==> src/pkg/crt_timing_map.svh <==
`ifndef CRT_TIMING_MAP_SVH
`define CRT_TIMING_MAP_SVH

// indices of the indirect register file, selected through the pointer
`define IDX_HORIZONTAL_TOTAL   5'h00
`define IDX_HORIZONTAL_DISP    5'h01
`define IDX_HSYNC_POSITION     5'h02
`define IDX_SYNC_WIDTH         5'h03
`define IDX_VERTICAL_TOTAL     5'h04
`define IDX_VTOTAL_ADJUST      5'h05
`define IDX_VERTICAL_DISP      5'h06
`define IDX_VSYNC_POSITION     5'h07
`define IDX_INTERLACE_MODE     5'h08
`define IDX_MAX_SCAN_LINE      5'h09
`define IDX_CURSOR_START       5'h0A
`define IDX_CURSOR_END         5'h0B
`define IDX_START_ADDR_HI      5'h0C
`define IDX_START_ADDR_LO      5'h0D
`define IDX_CURSOR_ADDR_HI     5'h0E
`define IDX_CURSOR_ADDR_LO     5'h0F
`define IDX_LIGHT_PEN_HI       5'h10
`define IDX_LIGHT_PEN_LO       5'h11

// field positions
`define HS_WIDTH_MSB           3
`define BLINK_MODE_MSB         6
`define BLINK_MODE_LSB         5
`define MODE_VIDEO_BIT         1
`define MODE_INTERLACE_BIT     0
`define ADDR_HI_MSB            5

// reset values of the control registers (only system reset touches them)
`define CTRL_RESET_VALUE       8'h00
`define ADDR_RESET_VALUE       14'h0000

// timing counts
`define VSYNC_SCAN_LINES       5'h10
`define TEST_COUNTER_WIDTH     7
`define BLINK_FAST_BIT         3
`define BLINK_SLOW_BIT         4

`endif

==> src/pkg/crt_timing_pkg.sv <==
package crt_timing_pkg;

	// vertical sequencing: character rows, then extra adjust scan lines
	typedef enum logic [0:0] {
		PH_ROWS   = 1'b0,
		PH_ADJUST = 1'b1
	} vPhase_t;

	// one sample of every pin that arrives from outside this clock domain
	typedef struct packed {
		logic       charClk;
		logic       resetN;
		logic       lightPenStrobe;
		logic       busEnable;
		logic       chipSelectN;
		logic       registerSelect;
		logic       readWriteN;
		logic [7:0] data;
	} pinSample_t;

	// programmable register file
	typedef struct packed {
		logic [4:0]  pointer;
		logic [7:0]  horizontalTotal;
		logic [7:0]  horizontalDisp;
		logic [7:0]  hSyncPosition;
		logic [7:0]  syncWidth;
		logic [6:0]  verticalTotal;
		logic [4:0]  vTotalAdjust;
		logic [6:0]  verticalDisp;
		logic [6:0]  vSyncPosition;
		logic [5:0]  interlaceMode;
		logic [4:0]  maxScanLine;
		logic [6:0]  cursorStart;
		logic [4:0]  cursorEnd;
		logic [13:0] startAddress;
		logic [13:0] cursorAddress;
		logic [13:0] lightPen;
	} regFile_t;

	// video outputs that travel together toward the monitor side
	typedef struct packed {
		logic [13:0] refreshAddress;
		logic [4:0]  rowAddress;
		logic        hSync;
		logic        vSync;
		logic        displayWindow;
		logic        cursor;
	} videoOut_t;

	// whole state of the controller
	typedef struct packed {
		pinSample_t  sync1;
		pinSample_t  sync2;
		pinSample_t  sync3;
		regFile_t    regs;
		videoOut_t   video;
		logic [7:0]  hCount;
		logic [3:0]  hsRemain;
		logic [4:0]  raster;
		logic [6:0]  row;
		logic [4:0]  adjCount;
		logic [4:0]  vsRemain;
		vPhase_t     phase;
		logic [13:0] lineStart;
		logic [13:0] memAddr;
		logic        field;
		logic [4:0]  blinkCount;
		logic        firstFrameDone;
		logic        penPending;
		logic [7:0]  dataOut;
		logic        dataOe;
	} state_t;

endpackage

==> src/hdl/crt_raster_timing_controller.sv <==
`timescale 1ns/1ps
// Behaviour
// - drive 14-bit refresh address over 16K
// - five-bit row address from raster count
// - counters keep running through vertical retrace
// - active-high cursor at valid cursor address
// - timing acts on falling character clock
// - light-pen rising edge captures refresh address
// - light-pen register readable by processor
// - reset low clears counters, keeps registers
// - horizontal sync undefined before position programmed
// - reset with strobe high: test counters
// - addresses go low next falling edge
// - resume at once; enables wait one frame
// - horizontal comparators make sync and window
// - line end advances raster, then rows
// - vertical comparators make sync and window
// - adjust lines lengthen each frame
// - same addresses repeat per scan line
// - start address sets first frame address
// - pointer at select low, data otherwise
// - horizontal total plus one characters period
// - horizontal in characters, vertical in character rows
// - display window only in active area
// - sync width 1..15, zero suppresses sync
// - cursor when cursor register matches address
`include "crt_timing_map.svh"

module crt_raster_timing_controller
	import crt_timing_pkg::*;
(
	input  wire logic        ref_clk,             // system clock, 200 MHz
	input  wire logic        rst,                 // system reset, async high
	input  wire logic        charClkPin,          // character clock from dot counter
	input  wire logic        resetPinN,           // device reset pin, active low
	input  wire logic        light_pen_strobe,    // light pen strobe pin
	input  wire logic        busEnable,           // processor bus enable
	input  wire logic        chipSelectN,         // chip select, active low
	input  wire logic        register_select,     // 0 pointer, 1 data
	input  wire logic        readWriteN,          // 1 read, 0 write
	input  wire logic [7:0]  dataIn,              // data bus input
	output logic      [7:0]  dataOut,             // data bus output
	output logic             dataOe,              // data bus output enable
	output logic      [13:0] refresh_address,     // refresh memory address
	output logic      [4:0]  row_address,         // character row scan line
	output logic             horizontal_sync_out, // horizontal sync
	output logic             vertical_sync_out,   // vertical sync
	output logic             display_window_out,  // display enable
	output logic             match_compare        // cursor output
);

	state_t     s_q;     // registered state
	state_t     s_d;     // next state
	pinSample_t pinsRaw; // unsynchronised pin bundle

	// readable registers only: cursor and light pen, others read zero
	function automatic logic [7:0] regRead(input logic [4:0] idx, input regFile_t r);
		case (idx)
			`IDX_CURSOR_ADDR_HI: regRead = {2'h0, r.cursorAddress[13:8]};
			`IDX_CURSOR_ADDR_LO: regRead = r.cursorAddress[7:0];
			`IDX_LIGHT_PEN_HI:   regRead = {2'h0, r.lightPen[13:8]};
			`IDX_LIGHT_PEN_LO:   regRead = r.lightPen[7:0];
			default:             regRead = 8'h00;
		endcase
	endfunction

	// gather the asynchronous pins into one bundle for the synchroniser
	assign pinsRaw = '{charClk: charClkPin, resetN: resetPinN,
		lightPenStrobe: light_pen_strobe, busEnable: busEnable,
		chipSelectN: chipSelectN, registerSelect: register_select,
		readWriteN: readWriteN, data: dataIn};

	// next-state logic for the whole controller
	always_comb begin
		logic        charTick;    // falling edge of character clock
		logic        busStrobe;   // falling edge of bus enable
		logic        penRise;     // rising edge of light pen strobe
		logic        lineEnd;     // last character of a scan line
		logic        rowEnd;      // last scan line of a character row
		logic        frameEnd;    // last scan line of the frame
		logic        videoMode;   // interlace sync and video mode
		logic [5:0]  rasterNext;  // raster plus step, one bit wider
		logic [4:0]  rasterStart; // first raster of a row in this field
		logic        hWin;        // horizontal display window
		logic        vWin;        // vertical display window
		logic        cursorRange; // raster inside cursor lines
		logic        blinkOn;     // blink phase lets cursor through
		logic [3:0]  hsWidth;     // programmed sync width
		charTick    = 1'b0;
		busStrobe   = 1'b0;
		penRise     = 1'b0;
		lineEnd     = 1'b0;
		rowEnd      = 1'b0;
		frameEnd    = 1'b0;
		videoMode   = 1'b0;
		rasterNext  = 6'h00;
		rasterStart = 5'h00;
		hWin        = 1'b0;
		vWin        = 1'b0;
		cursorRange = 1'b0;
		blinkOn     = 1'b0;
		hsWidth     = 4'h0;
		s_d = s_q;

		// two-stage synchroniser, third stage only for edge detection
		s_d.sync1 = pinsRaw;
		s_d.sync2 = s_q.sync1;
		s_d.sync3 = s_q.sync2;
		charTick  = s_q.sync3.charClk & ~s_q.sync2.charClk;
		busStrobe = s_q.sync3.busEnable & ~s_q.sync2.busEnable;
		penRise   = ~s_q.sync3.lightPenStrobe & s_q.sync2.lightPenStrobe;

		// processor interface runs on the bus strobe, not the character clock
		if (busStrobe && !s_q.sync2.chipSelectN && !s_q.sync2.readWriteN) begin
			if (!s_q.sync2.registerSelect) begin
				s_d.regs.pointer = s_q.sync2.data[4:0];
			end else begin
				// data location: write the register the pointer selects
				case (s_q.regs.pointer)
					`IDX_HORIZONTAL_TOTAL: s_d.regs.horizontalTotal = s_q.sync2.data;
					`IDX_HORIZONTAL_DISP:  s_d.regs.horizontalDisp = s_q.sync2.data;
					`IDX_HSYNC_POSITION:   s_d.regs.hSyncPosition = s_q.sync2.data;
					`IDX_SYNC_WIDTH:       s_d.regs.syncWidth = s_q.sync2.data;
					`IDX_VERTICAL_TOTAL:   s_d.regs.verticalTotal = s_q.sync2.data[6:0];
					`IDX_VTOTAL_ADJUST:    s_d.regs.vTotalAdjust = s_q.sync2.data[4:0];
					`IDX_VERTICAL_DISP:    s_d.regs.verticalDisp = s_q.sync2.data[6:0];
					`IDX_VSYNC_POSITION:   s_d.regs.vSyncPosition = s_q.sync2.data[6:0];
					`IDX_INTERLACE_MODE:   s_d.regs.interlaceMode = s_q.sync2.data[5:0];
					`IDX_MAX_SCAN_LINE:    s_d.regs.maxScanLine = s_q.sync2.data[4:0];
					`IDX_CURSOR_START:     s_d.regs.cursorStart = s_q.sync2.data[6:0];
					`IDX_CURSOR_END:       s_d.regs.cursorEnd = s_q.sync2.data[4:0];
					`IDX_START_ADDR_HI:
						s_d.regs.startAddress[13:8] = s_q.sync2.data[`ADDR_HI_MSB:0];
					`IDX_START_ADDR_LO:    s_d.regs.startAddress[7:0] = s_q.sync2.data;
					`IDX_CURSOR_ADDR_HI:
						s_d.regs.cursorAddress[13:8] = s_q.sync2.data[`ADDR_HI_MSB:0];
					`IDX_CURSOR_ADDR_LO:   s_d.regs.cursorAddress[7:0] = s_q.sync2.data;
					// light pen and unused indices ignore writes
					default: ;
				endcase
			end
		end

		// read path: drive only while a selected data read is in progress
		s_d.dataOut = regRead(s_q.regs.pointer, s_q.regs);
		s_d.dataOe  = s_q.sync2.busEnable & ~s_q.sync2.chipSelectN
			& s_q.sync2.registerSelect & s_q.sync2.readWriteN;

		// light pen edge is held pending until the next character tick
		if (penRise && s_q.sync2.resetN) begin
			s_d.penPending = 1'b1;
		end

		if (!s_q.sync2.resetN) begin
			// device reset pin low: registers are left alone
			s_d.penPending = 1'b0;
			if (charTick) begin
				s_d.hCount         = 8'h00;
				s_d.hsRemain       = 4'h0;
				s_d.raster         = 5'h00;
				s_d.row            = 7'h00;
				s_d.adjCount       = 5'h00;
				s_d.vsRemain       = 5'h00;
				s_d.phase          = PH_ROWS;
				s_d.lineStart      = s_q.regs.startAddress;
				s_d.field          = 1'b0;
				s_d.firstFrameDone = 1'b0;
				s_d.video          = '0;
				if (s_q.sync2.lightPenStrobe) begin
					// test mode: two independent halves that both count
					s_d.memAddr[`TEST_COUNTER_WIDTH-1:0] =
						s_q.memAddr[`TEST_COUNTER_WIDTH-1:0] + 7'h01;
					s_d.memAddr[13:`TEST_COUNTER_WIDTH] =
						s_q.memAddr[13:`TEST_COUNTER_WIDTH] + 7'h01;
					s_d.video.refreshAddress = s_d.memAddr;
				end else begin
					s_d.memAddr = 14'h0000;
				end
			end
		end else if (charTick) begin
			// mode decode and raster stepping; video mode steps by two
			videoMode   = s_q.regs.interlaceMode[`MODE_VIDEO_BIT]
				& s_q.regs.interlaceMode[`MODE_INTERLACE_BIT];
			rasterStart = videoMode ? {4'h0, s_q.field} : 5'h00;
			rasterNext  = {1'b0, s_q.raster} + (videoMode ? 6'h02 : 6'h01);
			lineEnd     = (s_q.hCount == s_q.regs.horizontalTotal);
			rowEnd      = (rasterNext > {1'b0, s_q.regs.maxScanLine});

			// latch the address the pen saw, taken on the character clock
			if (s_q.penPending) begin
				s_d.regs.lightPen = s_q.memAddr;
				s_d.penPending    = penRise;
			end

			// horizontal counter and address walk
			s_d.hCount  = lineEnd ? 8'h00 : s_q.hCount + 8'h01;
			s_d.memAddr = s_q.memAddr + 14'h0001;

			if (lineEnd) begin
				// vertical sync counts down once per scan line
				if (s_q.vsRemain != 5'h00) begin
					s_d.vsRemain = s_q.vsRemain - 5'h01;
				end
				case (s_q.phase)
					PH_ROWS: begin
						if (rowEnd) begin
							if (s_q.row == s_q.regs.verticalTotal) begin
								if (s_q.regs.vTotalAdjust != 5'h00) begin
									s_d.phase    = PH_ADJUST;
									s_d.adjCount = 5'h00;
									s_d.raster   = 5'h00;
								end else begin
									frameEnd = 1'b1;
								end
							end else begin
								s_d.row    = s_q.row + 7'h01;
								s_d.raster = rasterStart;
							end
						end else begin
							s_d.raster = rasterNext[4:0];
						end
					end
					PH_ADJUST: begin
						// extra scan lines; raster keeps counting for refresh
						s_d.raster = s_q.raster + 5'h01;
						if (s_q.adjCount + 5'h01 == s_q.regs.vTotalAdjust) begin
							frameEnd = 1'b1;
						end else begin
							s_d.adjCount = s_q.adjCount + 5'h01;
						end
					end
					default: s_d.phase = PH_ROWS;
				endcase

				// choose where the next scan line starts in memory
				if (frameEnd) begin
					s_d.phase          = PH_ROWS;
					s_d.row            = 7'h00;
					s_d.field          = s_q.regs.interlaceMode[`MODE_INTERLACE_BIT]
						& ~s_q.field;
					s_d.raster         = videoMode ? {4'h0, s_d.field} : 5'h00;
					s_d.lineStart      = s_q.regs.startAddress;
					s_d.firstFrameDone = 1'b1;
					s_d.blinkCount     = s_q.blinkCount + 5'h01;
				end else if (s_q.phase == PH_ROWS && rowEnd) begin
					s_d.lineStart = s_q.lineStart + {6'h00, s_q.regs.horizontalDisp};
				end
				s_d.memAddr = s_d.lineStart;

				// vertical sync starts as the programmed row begins
				if (s_q.phase == PH_ROWS && rowEnd && !frameEnd
					&& s_d.row == s_q.regs.vSyncPosition) begin
					s_d.vsRemain = `VSYNC_SCAN_LINES;
				end else if (frameEnd && s_q.regs.vSyncPosition == 7'h00) begin
					s_d.vsRemain = `VSYNC_SCAN_LINES;
				end
			end

			// horizontal sync: undefined until its position is written
			hsWidth = s_q.regs.syncWidth[`HS_WIDTH_MSB:0];
			if (s_d.hCount == s_q.regs.hSyncPosition && hsWidth != 4'h0) begin
				s_d.hsRemain = hsWidth;
			end else if (s_q.hsRemain != 4'h0) begin
				s_d.hsRemain = s_q.hsRemain - 4'h1;
			end

			// display windows for the character now being addressed
			hWin = (s_d.hCount < s_q.regs.horizontalDisp);
			vWin = (s_d.phase == PH_ROWS) && (s_d.row < s_q.regs.verticalDisp);

			// cursor line range and blink gate
			cursorRange = (s_d.raster >= s_q.regs.cursorStart[4:0])
				&& (s_d.raster <= s_q.regs.cursorEnd);
			case (s_q.regs.cursorStart[`BLINK_MODE_MSB:`BLINK_MODE_LSB])
				2'h0:    blinkOn = 1'b1;
				2'h1:    blinkOn = 1'b0;
				2'h2:    blinkOn = s_q.blinkCount[`BLINK_FAST_BIT];
				default: blinkOn = s_q.blinkCount[`BLINK_SLOW_BIT];
			endcase

			// outputs are registered copies of the new counters
			s_d.video.refreshAddress = s_d.memAddr;
			s_d.video.rowAddress     = s_d.raster;
			s_d.video.hSync          = (s_d.hsRemain != 4'h0);
			s_d.video.vSync          = (s_d.vsRemain != 5'h00);
			s_d.video.displayWindow  = hWin & vWin & s_d.firstFrameDone;
			s_d.video.cursor         = hWin & vWin & s_d.firstFrameDone & blinkOn
				& cursorRange & (s_d.memAddr == s_q.regs.cursorAddress);
		end
	end

	// single register stage; system reset is the only thing that clears registers
	always_ff @(posedge ref_clk or posedge rst) begin
		if (rst) begin
			s_q       <= '0;
			s_q.phase <= PH_ROWS;
		end else begin
			s_q <= s_d;
		end
	end

	// every output is a field of the registered state
	assign dataOut             = s_q.dataOut;
	assign dataOe              = s_q.dataOe;
	assign refresh_address     = s_q.video.refreshAddress;
	assign row_address         = s_q.video.rowAddress;
	assign horizontal_sync_out = s_q.video.hSync;
	assign vertical_sync_out   = s_q.video.vSync;
	assign display_window_out  = s_q.video.displayWindow;
	assign match_compare       = s_q.video.cursor;

endmodule // crt_raster_timing_controller

==> config.mk <==
export PLATFORM = sky130hd
export DESIGN_NAME = crt_raster_timing_controller
export DESIGN_NICKNAME = d
export VERILOG_FILES = /design/src/pkg/crt_timing_pkg.sv /design/src/hdl/crt_raster_timing_controller.sv
export VERILOG_INCLUDE_DIRS = /design/src /design/src/pkg
export SDC_FILE = /design/constraint.sdc
export NUM_CORES = 1
export LEC_CHECK = 0
export BUFFER_PORTS_ARGS = -buffer_cell sky130_fd_sc_hd__buf_4
export CAP_MARGIN = 15
export CORE_ASPECT_RATIO = 0.75
export CORE_MARGIN = 1.5
export CORE_UTILIZATION = 55
export DETAILED_ROUTE_END_ITERATION = 6
export GPL_ROUTABILITY_DRIVEN = 0
export PLACE_DENSITY_LB_ADDON = 0.08
export SYNTH_ARGS = -nofsm -noshare
export SYNTH_HDL_FRONTEND = slang
export SYNTH_SLANG_ARGS = --single-unit
==> constraint.sdc <==
create_clock -name ref_clk -period 8.74 [get_ports ref_clk]
set_input_delay 0.874 -clock ref_clk [delete_from_list [all_inputs] [get_ports ref_clk]]
set_output_delay 0.874 -clock ref_clk [all_outputs]
set_load 0.02 [all_outputs]
---- Yosys cells after proc, flatten, opt, wreduce, memory -nomap -nowiden ----
Index checks and enable logic that the tools add are counted.
operators by class
  $lt $le $gt $ge ......................... 5
  bitwise operators ....................... 21
  multiplexer cells ....................... 57
  reduce and logical (&&, ||, !) cells .... 44
  eq/ne operators ......................... 33
  div/mod/pow operators ................... 0
  multipliers ............................. 0
  shift-type cells ........................ 0
  add/subtract/negate cells ............... 12
operators with widths
  kind                     count
  $mux W58                 3
  $mux W87                 2
  $mux W94                 1
  $mux W12                 5
  $reduce_and A3 Y1        18
  $mux W5                  9
  $mux W14                 3
  $eq A5 B4 Y1 const B     8
  $pmux W8 S4              1
  $add A7 B1 Y7 const B    3
  $mux W7                  3
  $eq A5 B3 Y1 const B     4
  $pmux W5 S2              2
  $mux W1                  19
  $eq A8 B8 Y1             2
  $mux W4                  4
  $add A5 B1 Y5 const B    3
  $reduce_bool A5 Y1       3
  $add A14 B1 Y14 const B  1
  $add A14 B8 Y14          1
  $eq A14 B14 Y1           1
  $eq A7 B7 Y1             2
  $and A1 B1 Y1            13
  $ne A3 B3 Y1 const B     4
  31 further kinds         57
word-level totals
  word-level logic and storage cells ...... 230
  flip-flop bits (word level) ............. 256
  RAM bits ................................ 0
  memories kept ........................... 0
  bits in read-only memories .............. 0
  bits of input ports ..................... 17
  latch bits .............................. 0

---- Longest topological paths before layout ----
  depth in word-level cells ............... 28
  mapped depth ............................ 29
  gate-level depth less buffers ........... 28

---- Worst setup path after synthesis ----
Ideal clock, no wire load.
  path kind ............................... reg-to-reg
  start point ............................. reg s_q[162] (netlist bit)
  end point ............................... reg s_q, in the netlist match_compare
  required time ........................... 8663 ps
  stages on the path, launching flop included .. 28
  setup slack ............................. 3518 ps
  data arrival time ....................... 5145 ps
  path through ............................ dfrtp_1 and2_1 inv_1 ha_1 ha_1 a21oi_1 nor2_1 xnor2_1 ha_1 and3_1 a31oi_1 a21boi_2 o21ai_1 nand2_2 clkbuf_1 nor2_1 o21ai_0 nand2_1 ha_1 and4_1 a2111oi_0 o2111ai_1 a221oi_1 o221ai_1 nand4bb_1 nor4_2 nand4_1 o21ai_1
between the ends
  longest elaborated chain between the ends .. 25
  elaborated cells between the ends (all ways) .. 45
  classes of those cells .................. add/sub (1); order compare (4); eq/ne (1); mux (28); bitwise (8); reduce/logical (3)
ends and longest elaborated chain
  item                         RTL line                             text
  from (decl)                  crt_raster_timing_controller.sv:52   state_t s_q;
  $and A1 B1 Y1                crt_raster_timing_controller.sv:182  videoMode = s_q.regs.interlaceMode[`MODE_VIDEO_BIT]
  $mux W2                      crt_raster_timing_controller.sv:185  rasterNext = {1'b0, s_q.raster} + (videoMode ? 6'h02 : 6'h01);
  $add A5 B2 Y6                crt_raster_timing_controller.sv:185
  $gt A6 B5 Y1                 crt_raster_timing_controller.sv:187  rowEnd = (rasterNext > {1'b0, s_q.regs.maxScanLine});
  $mux W1                      crt_raster_timing_controller.sv:206  if (rowEnd) begin
  $pmux W1 S2                  crt_raster_timing_controller.sv:204  case (s_q.phase)
  $mux W1                      crt_raster_timing_controller.sv:199  if (lineEnd) begin
  $mux W1                      crt_raster_timing_controller.sv:180  end else if (charTick) begin
  [7 not listed]               --
  $mux W58 (*)                 crt_raster_timing_controller.sv:154  if (!s_q.sync2.resetN) begin
  $lt A7 B7 Y1                 crt_raster_timing_controller.sv:269  vWin = (s_d.phase == PH_ROWS) && (s_d.row < s_q.regs.verticalDisp);
  $logic_and A1 B1 Y1          crt_raster_timing_controller.sv:269
  $and A1 B1 Y1 (3 in series)  crt_raster_timing_controller.sv:287  s_d.video.cursor = hWin & vWin & s_d.firstFrameDone & blinkOn
  $and A1 B1 Y1                crt_raster_timing_controller.sv:288  & cursorRange & (s_d.memAddr == s_q.regs.cursorAddress);
  $and A1 B1 Y1 (*)            crt_raster_timing_controller.sv:288
  $mux W94 (*)                 crt_raster_timing_controller.sv:180
  $mux W87 (*)                 crt_raster_timing_controller.sv:154
Mark *: on every way between the ends. The rest lies on a longest branch, timed or not. The select of a mux whose other input is x is not followed.
A chain may end at the register's enable or synchronous reset.

---- Worst setup path after layout ----
Ends and elaborated chain as after synthesis.

==> metrics <==
Placement Rows just under 50; sequential area share after synthesis 44.51%; Hold Vio Cnt, Final 0; Buffers on Ports 48; Yosys warning count 0; Starting Density 55.87%; Die Width 182.7 um; die area 25,180 um^2; Num CTS Buffers 26; Hold Path Class reg2reg; FFs w/ async S/R, synth 100.0%; CP arrival 6.76 ns; Tmin final 6.271 ns; WL met1 17,570 um; Post-Syn Area 13,320 um^2; dpl cell area 13,720 um^2; largest net degree at the start of global routing between 90 and 100; Syn Nets 1,397; total track usage 30.28%; RSZ-0062 raised after global routing no; first-pass GRT wire length 57,940 um; number of global-route vias before repair 9,896; Yosys cell types 86; initial antenna violation count 0; Detail Route Antenna Nets 0; critical path fanouts, max 19; average via count per standard cell 6.398; hpwl dp approximately 26,000 um; Worst VDD drop 0.1790 mV; synthesized area per cell approximately 10 um^2; total power just under 4 mW; Top Layer Used met4; Nets 1,397; Finish-stage setup viols 0; Area Overhead vs Synth 10.00%; commonest non-fill, non-tap cell in the layout dfrtp_1; wire length per cell 22.67 um; hold slack 0.3468 ns; Max Cap Viol 0; Post-synth EDFFs 0; pre-CTS setup slack 2.673 ns; TNS Setup 0 ns; Layout Utilization 61.46%; Final Skew 0.01275 ns; met2 WL between 15,000 and 20,000 um; cts hold-fix bufs 0; predominant post-synthesis flop cell dfrtp_1; cts repair resizes 0; min setup slack post-route 2.469 ns; P per Cell Area 263.0 nW/um^2; met3 WL 3671 um; Core ar. about 24,000 um^2; run status complete, no violations; crit path kind reg2reg; critical path required time 9.22 ns; CTS tree built; leakage 6.651 nW; drt total wl 37,490 um; Worst-Skew Late Latency 0.56 ns; #FFs+latches synth 237; Relative slew margins 33.32%; H-tree depth 1; gr ovfl total 0; die span in y 137.8 um; Final Non-Filler Cells around 1,700; DRT iter0 DRCs 1,125; Vias 10,580; Worst-path clk slew 0.07 ns; R2R Setup Slk 2.47 ns; Ports 49; design area 14,660 um^2; share of layout cells above drive strength 1 17.28%; DRC Markers 0; Num Clock Sinks between 200 and 250; Critical Path Source Type flip-flop; max-slew violations 0; commonest non-fill, non-tap cells in the layout dfrtp_1, nand2_1, mux2_2, o21ai_0, nor2_1; crit end category flip-flop; Pre-antenna DRT Iters 5; Post-Syn Instances 1,331; worst-margin pin slew 1.000 ns; dpl cells 1,609; n_diodes 0; CTS root buffer clkbuf_16; Clock Tree Buf Depth 3; Period Utilization, post-route ~70%; fmax roughly 0.16 GHz; post-CTS setup buffers 0
==> path summary, 6_finish.rpt <==
kind | startpoint | endpoint | cells past startpoint
hold reg to reg | s_d[248] | s_d[233] | 0
setup reg to reg | s_q[162] | match_compare | 27
min in group asynchronous | rst | s_q[68] | 2
setup / recovery | s_q[162] | match_compare | 27
max in group asynchronous | rst | s_q[48] | 3
hold / removal | s_d[248] | s_d[233] | 0
==> where the power goes <==
part / leakage [nW] / internal (mW) / switching [mW]
combinational: 3.06 / 0.460 / 0.743
sequential: 3.14 / 1.23 / 0.205
clock: 0.453 / 0.742 / 0.471
total: 6.65 / 2.44 / 1.42
==> cell families after synthesis <==
kind of cell	after synthesis	share of synthesized area, %
adder cells (fa/ha/maj)	50	4.733
AO/OA/AOI/OAI	316	15.80
buffers and inverters	147	5.137
XOR/XNOR	78	5.231
flip-flops	237	44.51
AND/OR/NAND/NOR	372	13.75
multiplexers	131	10.85
==> cell type report <==
class	count	area (um^2)
Multi-Input combinational cell	947	6716
Clock inverter	13	239.0
Sequential cell	237	5931
Timing Repair Buffer	64	480.5
Fill cell	1976	9193
Inverter	55	214.0
Tap cell	306	382.9
Clock buffer	32	693.2
==> cell usage after synthesis, types with 13 or more instances <==
| cell type | number | share of area (%) |
|---|---|---|
| buf_4 | 29 | 1.6 |
| inv_1 | 55 | 1.5 |
| o21ai_0 | 90 | 3.4 |
| clkbuf_1 | 47 | 1.3 |
| o22ai_1 | 15 | 0.70 |
| nor3_1 | 24 | 0.90 |
| dfrtp_1 | 237 | 45 |
| nor2b_1 | 13 | 0.61 |
| mux2i_1 | 24 | 1.8 |
| buf_2 | 13 | 0.49 |
| ha_1 | 48 | 4.5 |
| nand4_1 | 15 | 0.70 |
| nand2_1 | 122 | 3.4 |
| nor2_1 | 79 | 2.2 |
| nand3_1 | 41 | 1.5 |
| a22o_1 | 17 | 1.1 |
| a21oi_1 | 64 | 2.4 |
| xnor2_1 | 38 | 2.5 |
| mux2_2 | 107 | 9.0 |
| xor2_1 | 39 | 2.6 |
==> worst max-delay path, cell delays in order (launching register included) <==
cell       delay (ns)
dfrtp_1          0.39
and2_1           0.23
inv_1            0.13
ha_1             0.20
ha_1             0.17
a21oi_1          0.29
nor2_1           0.09
xnor2_1          0.20
ha_1             0.27
and3_1           0.21
a31oi_1          0.20
a21boi_2         0.41
o21ai_1          0.10
buf_4            0.20
nand2_2          0.39
nor2_1           0.09
o21ai_0          0.21
nand2_1          0.09
ha_1             0.30
and4_1           0.19
a2111oi_0        0.44
o2111ai_1        0.18
a221oi_1         0.24
o221ai_1         0.21
nand4bb_1        0.26
nor4_2           0.19
nand4_1          0.14
o21ai_1          0.16
==> registers in the layout (all words and copies together), names as in the netlist <==
| register | count |
|---|---|
| s_d | 30 |
| refresh_address | 14 |
| dataOe | 1 |
| dataOut | 8 |
| horizontal_sync_out | 1 |
| s_q | 175 |
| match_compare | 1 |
| row_address | 5 |
| display_window_out | 1 |
| vertical_sync_out | 1 |
==> per-layer routing <==
metal | vias to the layer above | track usage (%)
met2 | 494 | 43.66
met4 | 0 | 8.264
met5 | - | 0
li1 | 4791 | -
met3 | 64 | 6.635
met1 | 5233 | 45.64
(Power assumes the default switching activity.)
